==> src/aio_pkg.sv <==
// Package: offsets, fields, reset values, timing and carrier types of the analog I/O bus block
package aio_pkg;
    // Clock and conversion timing
    localparam int CLK_PERIOD_NS = 10;
    localparam int CONV_TIME_US = 125;
    localparam int CONV_CYCLES = (CONV_TIME_US * 1000) / CLK_PERIOD_NS;
    localparam int SH_SETTLE_NS = 2000;
    localparam int SH_SETTLE_CYCLES = (SH_SETTLE_NS + CLK_PERIOD_NS - 1) / CLK_PERIOD_NS;
    localparam int CNT_W = 16;

    // Register offsets within the claimed window
    localparam logic [3:0] OFS_CHAN_GAIN = 4'h0;
    localparam logic [3:0] OFS_RES_LO = 4'h1;
    localparam logic [3:0] OFS_RES_HI = 4'h2;
    localparam logic [3:0] OFS_UNUSED = 4'h3;
    localparam logic [3:0] OFS_OUT0_LO = 4'h4;
    localparam logic [3:0] OFS_OUT0_HI = 4'h5;
    localparam logic [3:0] OFS_OUT1_LO = 4'h6;
    localparam logic [3:0] OFS_OUT1_HI = 4'h7;
    localparam int OFS_UNDECODED_BIT = 3;

    // Field positions
    localparam int CHAN_LSB = 0;
    localparam int CHAN_W = 5;
    localparam int GAIN_LO_BIT = 5;
    localparam int GAIN_HI_BIT = 6;
    localparam int PEND_BIT = 6;
    localparam int BUSY_BIT = 7;

    // Gain codes and decode qualifier modes
    localparam logic [1:0] GAIN_X1 = 2'h0;
    localparam logic [1:0] GAIN_X10 = 2'h1;
    localparam logic [1:0] GAIN_X100 = 2'h2;
    localparam logic [1:0] IOEXP_IGNORE = 2'h0;
    localparam logic [1:0] IOEXP_HIGH = 2'h1;
    localparam logic [1:0] IOEXP_LOW = 2'h2;

    // Reset values
    localparam logic [11:0] RST_OUT = 12'h000;
    localparam logic [4:0] RST_CHAN = 5'h00;
    localparam logic [7:0] RST_BYTE = 8'h00;

    // Backplane pins as seen by the card
    typedef struct packed {
        logic [15:0] addr;
        logic [7:0] data;
        logic rd_n;
        logic wr_n;
        logic iorq_n;
        logic memrq_n;
        logic ioexp;
        logic memex_n;
        logic bus_clk;
    } aio_bus_t;

    // Jumper straps
    typedef struct packed {
        logic [15:4] base;
        logic mem_mode;
        logic addr16;
        logic [1:0] ioexp_mode;
        logic memex_en;
        logic wait_en;
        logic irq_en;
    } aio_strap_t;

    // Conversion sequencer states
    typedef enum logic [1:0] {
        CS_IDLE,
        CS_HOLD,
        CS_CONVERT
    } aio_conv_state_t;
endpackage : aio_pkg

==> src/aio_bus_if.sv <==
// Bus-side control of the analog input/output card: decode, sequencer, status and output buffers
`timescale 1ns/1ps
module aio_bus_if #(
    parameter int P_CONV_CYCLES = aio_pkg::CONV_CYCLES
) (
    // Clock and reset
    input wire logic i_clk_sys,
    input wire logic i_resetn,
    // Backplane and jumpers
    input wire aio_pkg::aio_bus_t i_bus,
    input wire aio_pkg::aio_strap_t i_strap,
    output logic [7:0] o_data,
    output logic o_data_oe,
    output logic o_wait_n,
    output logic o_wait_n_oe,
    output logic o_intrq_n,
    output logic o_intrq_n_oe,
    // Input converter side
    input wire logic [11:0] i_adc_result,
    output logic [4:0] o_channel_sel,
    output logic [1:0] o_gain_sel,
    output logic o_sh_hold,
    output logic o_conv_start,
    // Output converters
    output logic [11:0] o_out0,
    output logic [11:0] o_out1
);
    import aio_pkg::*;

    // Two-stage synchronisers for every backplane and jumper pin
    aio_bus_t bus_s1;
    aio_bus_t bus_s2;
    aio_strap_t strap_s1;
    aio_strap_t strap_s2;
    logic clk_q; // Previous synced bus clock level

    // Main state
    aio_conv_state_t state, next_state;
    logic [CNT_W-1:0] cnt, next_cnt; // Sequencer cycle count
    logic acc_q, next_acc_q; // Access seen last cycle
    logic pending, next_pending; // End-of-conversion flag
    logic [11:0] result, next_result; // Last conversion result
    logic [7:0] out0_lo, next_out0_lo; // Buffered low bytes
    logic [3:0] out0_hi, next_out0_hi; // Buffered high nibble
    logic [7:0] out1_lo, next_out1_lo;
    logic wait_act, next_wait_act; // Wait state in progress
    logic [7:0] next_data;
    logic next_data_oe;
    logic [4:0] next_chan;
    logic [1:0] next_gain;
    logic next_start;
    logic [11:0] next_out0, next_out1;

    // Decoded access
    logic hit; // Address falls on this card
    logic acc; // Strobe active on a hit
    logic acc_start; // First cycle of an access
    logic rd_start, wr_start;
    logic [3:0] ofs;
    logic conv_end; // Last sequencer cycle

    // Claim decision for one address and qualifier set
    function automatic logic f_hit(input logic [15:0] a, input aio_strap_t s, input logic ioexp,
                                   input logic memex_n);
        logic ok;
        ok = 1'b1;
        if (a[OFS_UNDECODED_BIT]) begin
            ok = 1'b0;
        end
        if (s.mem_mode || s.addr16) begin
            ok = ok && (a[15:4] == s.base);
        end else begin
            ok = ok && (a[7:4] == s.base[7:4]);
        end
        if (s.mem_mode) begin
            ok = ok && !(s.memex_en && memex_n);
        end else if (s.ioexp_mode == IOEXP_HIGH) begin
            ok = ok && ioexp;
        end else if (s.ioexp_mode == IOEXP_LOW) begin
            ok = ok && !ioexp;
        end
        return ok;
    endfunction : f_hit

    // Pin synchronisers; only the second stage is read
    always_ff @(posedge i_clk_sys or negedge i_resetn) begin
        if (!i_resetn) begin
            bus_s1 <= '1;
            bus_s2 <= '1;
            strap_s1 <= '0;
            strap_s2 <= '0;
            // Matches the synced reset level so no false bus clock edge follows reset
            clk_q <= 1'b1;
        end else begin
            bus_s1 <= i_bus;
            bus_s2 <= bus_s1;
            strap_s1 <= i_strap;
            strap_s2 <= strap_s1;
            clk_q <= bus_s2.bus_clk;
        end
    end

    // Address decode and access edge
    always_comb begin
        ofs = bus_s2.addr[3:0];
        hit = f_hit(bus_s2.addr, strap_s2, bus_s2.ioexp, bus_s2.memex_n);
        acc = hit && (strap_s2.mem_mode ? !bus_s2.memrq_n : !bus_s2.iorq_n) &&
              (!bus_s2.rd_n || !bus_s2.wr_n);
        acc_start = acc && !acc_q;
        rd_start = acc_start && !bus_s2.rd_n;
        wr_start = acc_start && !bus_s2.wr_n;
        conv_end = (state == CS_CONVERT) && (cnt == CNT_W'(P_CONV_CYCLES - 1));
    end

    // Next values of all card state
    always_comb begin
        next_state = state;
        next_cnt = cnt;
        next_acc_q = acc;
        next_pending = pending;
        next_result = result;
        next_out0_lo = out0_lo;
        next_out0_hi = out0_hi;
        next_out1_lo = out1_lo;
        next_chan = o_channel_sel;
        next_gain = o_gain_sel;
        next_start = 1'b0;
        next_out0 = o_out0;
        next_out1 = o_out1;
        next_wait_act = wait_act;
        next_data = RST_BYTE;
        next_data_oe = 1'b0;
        // Sequencer: hold first, then convert, result at the end
        case (state)
            CS_IDLE: begin
                next_cnt = '0;
            end
            CS_HOLD: begin
                next_cnt = cnt + 1'b1;
                if (cnt == CNT_W'(SH_SETTLE_CYCLES - 1)) begin
                    next_state = CS_CONVERT;
                    next_start = 1'b1;
                end
            end
            CS_CONVERT: begin
                next_cnt = cnt + 1'b1;
                if (conv_end) begin
                    next_state = CS_IDLE;
                    next_result = i_adc_result;
                    next_pending = 1'b1;
                end
            end
            default: begin
                next_state = CS_IDLE;
                next_cnt = '0;
            end
        endcase
        // Low byte read clears pending; a coincident end still sets it
        if (rd_start && ofs == OFS_RES_LO && !conv_end) begin
            next_pending = 1'b0;
        end
        // Register writes
        if (wr_start) begin
            case (ofs)
                OFS_CHAN_GAIN: begin
                    next_chan = bus_s2.data[CHAN_LSB +: CHAN_W];
                    next_gain = {bus_s2.data[GAIN_HI_BIT], bus_s2.data[GAIN_LO_BIT]};
                    next_state = CS_HOLD;
                    next_cnt = '0;
                    // A restart drops a start pulse due in this same cycle
                    next_start = 1'b0;
                end
                OFS_OUT0_LO: next_out0_lo = bus_s2.data;
                OFS_OUT0_HI: next_out0_hi = bus_s2.data[3:0];
                OFS_OUT1_LO: next_out1_lo = bus_s2.data;
                OFS_OUT1_HI: begin
                    // Both converters load in the same cycle
                    next_out0 = {out0_hi, out0_lo};
                    next_out1 = {bus_s2.data[3:0], out1_lo};
                end
                default: begin
                end
            endcase
        end
        // Read data, driven for the whole strobe
        if (acc && !bus_s2.rd_n) begin
            case (ofs)
                OFS_RES_LO: begin
                    next_data = result[7:0];
                    next_data_oe = 1'b1;
                end
                OFS_RES_HI: begin
                    // Busy in bit 7, pending in bit 6, unused bits read zero
                    next_data = {state != CS_IDLE, pending, 2'b00, result[11:8]};
                    next_data_oe = 1'b1;
                end
                OFS_UNUSED: begin
                    next_data = RST_BYTE;
                    next_data_oe = 1'b1;
                end
                default: begin
                end
            endcase
        end
        // One wait state: hold off until the next bus clock rise
        if (acc_start && strap_s2.wait_en) begin
            next_wait_act = 1'b1;
        end else if (wait_act && bus_s2.bus_clk && !clk_q) begin
            next_wait_act = 1'b0;
        end
    end

    // State registers and registered outputs
    always_ff @(posedge i_clk_sys or negedge i_resetn) begin
        if (!i_resetn) begin
            state <= CS_IDLE;
            cnt <= '0;
            acc_q <= 1'b0;
            pending <= 1'b0;
            result <= RST_OUT;
            out0_lo <= RST_BYTE;
            out0_hi <= 4'h0;
            out1_lo <= RST_BYTE;
            wait_act <= 1'b0;
            o_data <= RST_BYTE;
            o_data_oe <= 1'b0;
            o_wait_n <= 1'b1;
            o_wait_n_oe <= 1'b0;
            o_intrq_n <= 1'b1;
            o_intrq_n_oe <= 1'b0;
            o_channel_sel <= RST_CHAN;
            o_gain_sel <= GAIN_X1;
            o_sh_hold <= 1'b0;
            o_conv_start <= 1'b0;
            o_out0 <= RST_OUT;
            o_out1 <= RST_OUT;
        end else begin
            state <= next_state;
            cnt <= next_cnt;
            acc_q <= next_acc_q;
            pending <= next_pending;
            result <= next_result;
            out0_lo <= next_out0_lo;
            out0_hi <= next_out0_hi;
            out1_lo <= next_out1_lo;
            wait_act <= next_wait_act;
            o_data <= next_data;
            o_data_oe <= next_data_oe;
            o_wait_n <= !next_wait_act;
            o_wait_n_oe <= next_wait_act;
            // Open drain: pulled low only while pending and strapped on
            o_intrq_n <= !(next_pending && strap_s2.irq_en);
            o_intrq_n_oe <= next_pending && strap_s2.irq_en;
            o_channel_sel <= next_chan;
            o_gain_sel <= next_gain;
            o_sh_hold <= next_state != CS_IDLE;
            o_conv_start <= next_start;
            o_out0 <= next_out0;
            o_out1 <= next_out1;
        end
    end

    // Checks on the card behaviour
    property p_no_upper_claim;
        @(posedge i_clk_sys) disable iff (!i_resetn)
        bus_s2.addr[OFS_UNDECODED_BIT] |-> !acc_start && !o_data_oe;
    endproperty
    a_no_upper_claim: assert property (p_no_upper_claim) else $error("upper offset claimed");

    property p_ioexp_high;
        @(posedge i_clk_sys) disable iff (!i_resetn)
        (!strap_s2.mem_mode && strap_s2.ioexp_mode == IOEXP_HIGH && !bus_s2.ioexp) |-> !hit;
    endproperty
    a_ioexp_high: assert property (p_ioexp_high) else $error("IOEXP qualifier ignored");

    property p_chan_write;
        @(posedge i_clk_sys) disable iff (!i_resetn)
        (wr_start && ofs == OFS_CHAN_GAIN) |=> o_channel_sel == $past(bus_s2.data[4:0]) && o_sh_hold
            && cnt == '0;
    endproperty
    a_chan_write: assert property (p_chan_write) else $error("channel write not taken");

    property p_conv_end;
        @(posedge i_clk_sys) disable iff (!i_resetn)
        (conv_end && !wr_start) |=> state == CS_IDLE && pending && result == $past(i_adc_result);
    endproperty
    a_conv_end: assert property (p_conv_end) else $error("conversion end mishandled");

    property p_conv_len;
        @(posedge i_clk_sys) disable iff (!i_resetn)
        (state != CS_IDLE) |-> cnt < CNT_W'(P_CONV_CYCLES);
    endproperty
    a_conv_len: assert property (p_conv_len) else $error("conversion overran");

    property p_lo_clears;
        @(posedge i_clk_sys) disable iff (!i_resetn)
        (rd_start && ofs == OFS_RES_LO && !conv_end) |=> !pending ##1 o_data_oe;
    endproperty
    a_lo_clears: assert property (p_lo_clears) else $error("pending not cleared");

    property p_busy_read;
        @(posedge i_clk_sys) disable iff (!i_resetn)
        (acc && !bus_s2.rd_n && ofs == OFS_RES_HI) |=> o_data[BUSY_BIT] == ($past(state) != CS_IDLE)
            && o_data[PEND_BIT] == $past(pending) && o_data[5:4] == 2'b00;
    endproperty
    a_busy_read: assert property (p_busy_read) else $error("status byte wrong");

    property p_update;
        @(posedge i_clk_sys) disable iff (!i_resetn)
        (wr_start && ofs == OFS_OUT1_HI) |=> o_out0 == {$past(out0_hi), $past(out0_lo)}
            && o_out1[7:0] == $past(out1_lo);
    endproperty
    a_update: assert property (p_update) else $error("outputs not updated together");

    property p_hold_out;
        @(posedge i_clk_sys) disable iff (!i_resetn)
        !(wr_start && ofs == OFS_OUT1_HI) |=> $stable(o_out0) && $stable(o_out1);
    endproperty
    a_hold_out: assert property (p_hold_out) else $error("output changed without update");

    property p_wait;
        @(posedge i_clk_sys) disable iff (!i_resetn)
        (acc_start && strap_s2.wait_en) |=> o_wait_n_oe && !o_wait_n;
    endproperty
    a_wait: assert property (p_wait) else $error("wait state missing");

    property p_intrq;
        @(posedge i_clk_sys) disable iff (!i_resetn)
        o_intrq_n_oe == (pending && $past(strap_s2.irq_en)) && o_intrq_n == !o_intrq_n_oe;
    endproperty
    a_intrq: assert property (p_intrq) else $error("interrupt line disagrees with pending");

    property p_start_pulse;
        @(posedge i_clk_sys) disable iff (!i_resetn)
        o_conv_start |-> state == CS_CONVERT && cnt == CNT_W'(SH_SETTLE_CYCLES) && o_sh_hold;
    endproperty
    a_start_pulse: assert property (p_start_pulse) else $error("converter start out of place");

    property p_gain_write;
        @(posedge i_clk_sys) disable iff (!i_resetn)
        (wr_start && ofs == OFS_CHAN_GAIN) |=> o_gain_sel == {$past(bus_s2.data[GAIN_HI_BIT]),
            $past(bus_s2.data[GAIN_LO_BIT])};
    endproperty
    a_gain_write: assert property (p_gain_write) else $error("gain write not taken");

    property p_lo_read;
        @(posedge i_clk_sys) disable iff (!i_resetn)
        (acc && !bus_s2.rd_n && ofs == OFS_RES_LO) |=> o_data_oe && o_data == $past(result[7:0]);
    endproperty
    a_lo_read: assert property (p_lo_read) else $error("low result byte wrong");
endmodule : aio_bus_if

==> config.mk <==
export PLATFORM = sky130hd
export DESIGN_NAME = aio_bus_if
export DESIGN_NICKNAME = d
export VERILOG_FILES = /design/src/aio_pkg.sv /design/src/aio_bus_if.sv
export SDC_FILE = /design/constraint.sdc
export NUM_CORES = 1
export LEC_CHECK = 0
export ABC_AREA = 1
export BUFFER_PORTS_ARGS = -buffer_cell sky130_fd_sc_hd__buf_4
export CAP_MARGIN = 25
export CORE_UTILIZATION = 40
export DETAILED_ROUTE_END_ITERATION = 6
export SLEW_MARGIN = 20
export SYNTH_ARGS = -nofsm -noshare
export SYNTH_HDL_FRONTEND = slang
export SYNTH_SLANG_ARGS = --single-unit
export TNS_END_PERCENT = 20
==> constraint.sdc <==
create_clock -name i_clk_sys -period 3 [get_ports i_clk_sys]
set_input_delay 0.15 -clock i_clk_sys [delete_from_list [all_inputs] [get_ports i_clk_sys]]
set_output_delay 0.15 -clock i_clk_sys [all_outputs]
set_load 0.01 [all_outputs]
### Word level (Yosys, flattened, before mapping)

Index checks and enable logic that the tools add are counted.

* add/subtract/negate cells: 1
* equal/unequal tests: 15
* muxes and demuxes: 27
* reduce and logical (&&, ||, !) cells: 44

Operators by type and width (number)
* 16-bit two-way mux: 3
* 1-bit logical AND: 19
* 1-bit two-way mux: 17
* 16-bit by 1-bit adder with 16-bit output (second input constant): 1
* 16-bit by 14-bit == test with 1-bit output (second input constant): 1
* 16-bit by 8-bit == test with 1-bit output (second input constant): 1
* 4-bit by 3-bit == test with 1-bit output (second input constant): 4
* 8-bit case mux with 2 select lines: 1
* 12-bit == test: 1
* 2-bit AND reduction: 6
* 1-bit zero test: 11
* 4-bit by 2-bit == test with 1-bit output (second input constant): 2
* 2-bit two-way mux: 4
* 8-bit two-way mux: 1
* 2-bit case mux with 3 select lines: 1
* 2-bit by 1-bit == test with 1-bit output (second input constant): 2
* 2-bit == test (second input constant): 2
* 4-bit by 1-bit == test with 1-bit output (second input constant): 1
* 4-bit == test: 1
* 4-bit zero test: 1
* 2-bit nonzero test: 2
* 3-bit OR reduction: 1
* 2-bit zero test: 1
* 1-bit logical OR: 2
* 2-bit OR reduction: 1

* register bits after elaboration: 199
* input bits: 64

### Depth between registers and ports, before layout

* depth after elaboration: 16
* mapped depth: 12
* gate-level depth less buffers: 12

### Least setup slack after synthesis

Ideal clock, no wire load.

* path kind: register to register
* from: register bus_s2[21] (netlist name)
* to: register o_channel_sel[0]
* library setup time: 0.121 ns
* data arrival time: 1.567 ns
* required time: 2.879 ns
* setup slack: 1.313 ns
* stages on the path, launching flop included: 12
* period minus slack after synthesis: 1.687 ns
* cells stage by stage: dfstp_2 inv_1 nand2_1 nand2_1 nor2_1 nand3_1 nor2_2 nand4_4 buf_6 buf_6 o21ai_1 nand2_1

* word-level cells in the longest chain between the ends: 12
* elaborated cells on any way between the ends: 16
* those cells by class: 2 x eq/ne; 4 x mux; 10 x reduce/logical

RTL lines
* start: declaration: line aio_bus_if.sv:32 `aio_bus_t bus_s2;`
* start signal: assignment: line aio_bus_if.sv:96 `bus_s2 <= bus_s1;`
* 12-bit == test or 4-bit == test (tied branches): line aio_bus_if.sv:71, aio_bus_if.sv:73
* 1-bit logical AND (on tied branches): line aio_bus_if.sv:71, aio_bus_if.sv:73
* 1-bit two-way mux *: line aio_bus_if.sv:70 `if (s.mem_mode || s.addr16) begin`
* 1-bit logical AND: line aio_bus_if.sv:80 `ok = ok && !ioexp;`
* 1-bit two-way mux: line aio_bus_if.sv:79 `end else if (s.ioexp_mode == IOEXP_LOW) begin`
* 1-bit two-way mux: line aio_bus_if.sv:77 `end else if (s.ioexp_mode == IOEXP_HIGH) begin`
* 1-bit two-way mux *: line aio_bus_if.sv:75 `if (s.mem_mode) begin`
* 1-bit logical AND * (2 in a row): line aio_bus_if.sv:107 `acc = hit && (strap_s2.mem_mode ? !bus_s2.memrq_n : !bus_s2.iorq_n) &&`
* 1-bit logical AND *: line aio_bus_if.sv:109 `acc_start = acc && !acc_q;`
* 1-bit logical AND *: line aio_bus_if.sv:111 `wr_start = acc_start && !bus_s2.wr_n;`
* 2-bit AND reduction (no source line) *
* end signal: assignment: line aio_bus_if.sv:254 `o_channel_sel <= next_chan;`
* end: declaration: line aio_bus_if.sv:20 `output logic [4:0] o_channel_sel,`

Mark *: on every way between the ends. The rest lies on a longest branch, timed or not.
A chain may end at the register's enable or synchronous reset.

### Final worst setup path

* from: register bus_s2[24] (netlist name)
* to: register o_out0[8]

* word-level cells in the longest chain between the ends: 12
* elaborated cells on any way between the ends: 14
* those cells by class: 1 x eq/ne; 4 x mux; 9 x reduce/logical

RTL lines
* 12-bit == test *: line aio_bus_if.sv:71 `ok = ok && (a[15:4] == s.base);`
* 1-bit logical AND *: line aio_bus_if.sv:71
* 1-bit two-way mux *: line aio_bus_if.sv:70
* 1-bit logical AND: line aio_bus_if.sv:80
* 1-bit two-way mux: line aio_bus_if.sv:79
* 1-bit two-way mux: line aio_bus_if.sv:77
* 1-bit two-way mux *: line aio_bus_if.sv:75
* 1-bit logical AND * (2 in a row): line aio_bus_if.sv:107
* 1-bit logical AND *: line aio_bus_if.sv:109
* 1-bit logical AND *: line aio_bus_if.sv:111
* 2-bit AND reduction (no source line) *
* end signal: assignment: line aio_bus_if.sv:258 `o_out0 <= next_out0;`
* end: declaration: line aio_bus_if.sv:25 `output logic [11:0] o_out0,`

Marked as above.

==> metrics.cfg <==
[timing]
rsz0062_at_grt=false
setup_viol=0
hold_viol=0
slew_headroom=0.528
slew_viol_final=0
worst_pin_slew_ns=0.702
fin_worst_skew_ns=0.0212
max_freq_mhz=450
tns_ns=0
period_minus_slack_ns=2.22
fin_crit_sh=0.740

[critical_path]
crit_end=o_out0[8]$_DFFE_PN0P_
crit_fanout=24
rrSetupSlack_ns=0.78
startpoint=bus_s2[24]$_DFF_PN1_
timing.rr.start=bus_s2[24]$_DFF_PN1_
endpoint_kind=register
arrival_ns=2.59
cp-start-kind=register
timing.rr.end=o_out0[8]$_DFFE_PN0P_
reg2reg_depth=10
criticalPathCategory=reg -> reg
cp.required_ns=3.37

[cts]
path_clk_slew_ns=0.07
cts-root-to-sink-buffers=2
post_cts_buffers=0
clock_latency_ns=0.43
numCtsBuffers=17
cts_root_buf=clkbuf_16
ctsHoldBuffers=63
cts_tree=done
cts.sinks=199
h-tree-depth=4
cts_resized=0

[routing]
first_pass_iters=4
post_drt_wl_per_cell_um=14.1
drt-initial-drc-count=244
vias_per_cell=4.63
vias=4977
final_antenna_net_count=0
wl_mm=15.1
drc=0

[placed_design]
placed_area_um2=8320
gp_congestion=0.821
dp.final_hpwl_mm=10.2
io_buffers=109
placed_cells=981

[finish]
nFillCells=1513
n_antenna_cell=0
drive_gt1_frac=0.278
fin_cells=1076
area_growth_pct=32.3
final_util=0.546
postLayoutCellArea_um2=9550
num-nets-final=907

[synth]
post_synth_num_cell_types=30
yosysSeqAreaShare=0.702
synth.most_common_cell=nand2_1
synth-edff-count=0
synthFlopType=dfrtp_1
synthesis.area_um2=7210
synth_commonest_cells=nand2_1, dfrtp_1, dfstp_2
ys_top_cells_by_area=dfrtp_1, dfstp_2, nand2_1, o21ai_0, nand3_1
netlist_instances=654
synth_top_area_cell=dfrtp_1
syn_nets=723
ys_async_sr_fraction=1.00
yosys_warnings=0
yosys.area.top_type_share=0.465
syn_avg_cell_area_um2=11.0
synth-seq-cells=199

[die]
coreArea_um2=17500
die_x_um=136
rows=48
start_util=0.413
ios=110
die_area_um2=18600
die_y_um=136

[global_routing]
grt_max_degree=81
antenna_found_initial=0
grt_pass1_vias=5108
track_usage=0.178
grt.overflow.total=0
grt_pass1_wl_mm=25.0

[power_and_ir_drop]
p_leak_uw=0.00473
ir_worst_vdd_mv=0.396
power_density_nw_per_um2=583

[worst_hold_path]
hold_path_class=in -> async

[outcome]
status=finished, final reports clean

[run]
maxCapViolCount=0

[layout make-up]
type | instances | area (um^2) | area share
Inverter | 50 | 188 | 0.0197
Tap cell | 225 | 282 | 0.0295
Timing Repair Buffer | 182 | 1540 | 0.162
Clock buffer | 20 | 457 | 0.0478
Sequential cell | 199 | 5060 | 0.530
Multi-Input combinational cell | 388 | 1880 | 0.197
Clock inverter | 12 | 138 | 0.0144
[logic make-up (layout without fill, tap and decap cells)]
| group | Yosys count | after routing | share of synthesized area |
|---|---|---|---|
| AO/OA/AOI/OAI | 72 | 72 | 0.0524 |
| XOR/XNOR | 10 | 10 | 0.0121 |
| adder cells (fa/ha/maj) | 5 | 5 | 0.00867 |
| buffers and inverters | 67 | 264 | 0.0382 |
| flip-flops | 199 | 199 | 0.702 |
| multiplexers | 12 | 12 | 0.0187 |
| AND/OR/NAND/NOR | 289 | 289 | 0.168 |
[worst max-delay path, stage by stage (launching register included)]
cell and delay, ns:
dfstp_2 0.53, nand2_1 0.05, nand2_1 0.07, nand2_1 0.05, nor2_1 0.16, nand2_1 0.11, nand2_1 0.15, nand4_4 0.29
nor2_4 0.54, nand2_1 0.13, nand2_1 0.09
[cell usage in the layout (no fill, tap or decap), types with 2 or more instances in the layout]
cell type      count
inv_6              3
clkbuf_8           3
nor3_1             7
clkinv_4           4
xnor2_1            6
mux2_2            12
o211ai_1           2
dfstp_2           65
o21a_1             4
buf_4            117
nor2_2             2
inv_1             49
dlygate4sd3_1     63
ha_1               5
o21ai_1            6
or2_2              3
nor2_1            46
dfrtp_1          134
clkbuf_16         17
nand4_1            5
xor2_1             4
nand2_1          181
o21ai_0           50
nor2_4             3
nand3_1           38
inv_8              2
a21oi_1            9
[worst min path at each step]
stage / to / slack [ns]
2_1_floorplan: acc_q$_DFF_PN0_ / -0.15
3_3_place_gp: o_out1[10]$_DFFE_PN0P_ / 0.22
3_5_place_dp: out1_lo[2]$_DFFE_PN0P_ / 0.23
4_1_cts: out1_lo[2]$_DFFE_PN0P_ / 0.33
5_1_grt: o_out1[9]$_DFFE_PN0P_ / 0.35
6_report: o_out1[9]$_DFFE_PN0P_ / 0.30
[per-stage QoR]
stage | total power, uW | worst slack (ns) | hold WS (ns)
floorplan | 3120 | 1.31 | -0.146
global placement | 3300 | 0.764 | 0.218
detailed placement | 3310 | 0.716 | 0.228
CTS | 5630 | 0.685 | 0.328
global route | 5810 | 0.467 | 0.346
finish | 5570 | 0.780 | 0.295
[per-layer routing]
metal / routed length (um) / track usage
met1: 6910 / 0.238
met2: 7360 / 0.278
met3: 584 / 0.0410
met4: 280 / 0.0722
met5: 0 / 0
[where the power goes]
group | internal, uW | switching [uW] | leakage, uW
Combinational | 193 | 203 | 0.00203
Clock | 1220 | 1020 | 0.000288
Sequential | 2840 | 86.3 | 0.00242
[sequential cells by signal, indices dropped and copies added (netlist names), 2 cells and up]
signal,cells
strap_s2,19
state,2
out0_hi,4
bus_s2,31
out0_lo,8
cnt,16
result,12
o_out0,12
strap_s1,19
o_gain_sel,2
o_out1,12
bus_s1,31
o_channel_sel,5
o_data,8
out1_lo,8
(Power assumes the default switching activity.)
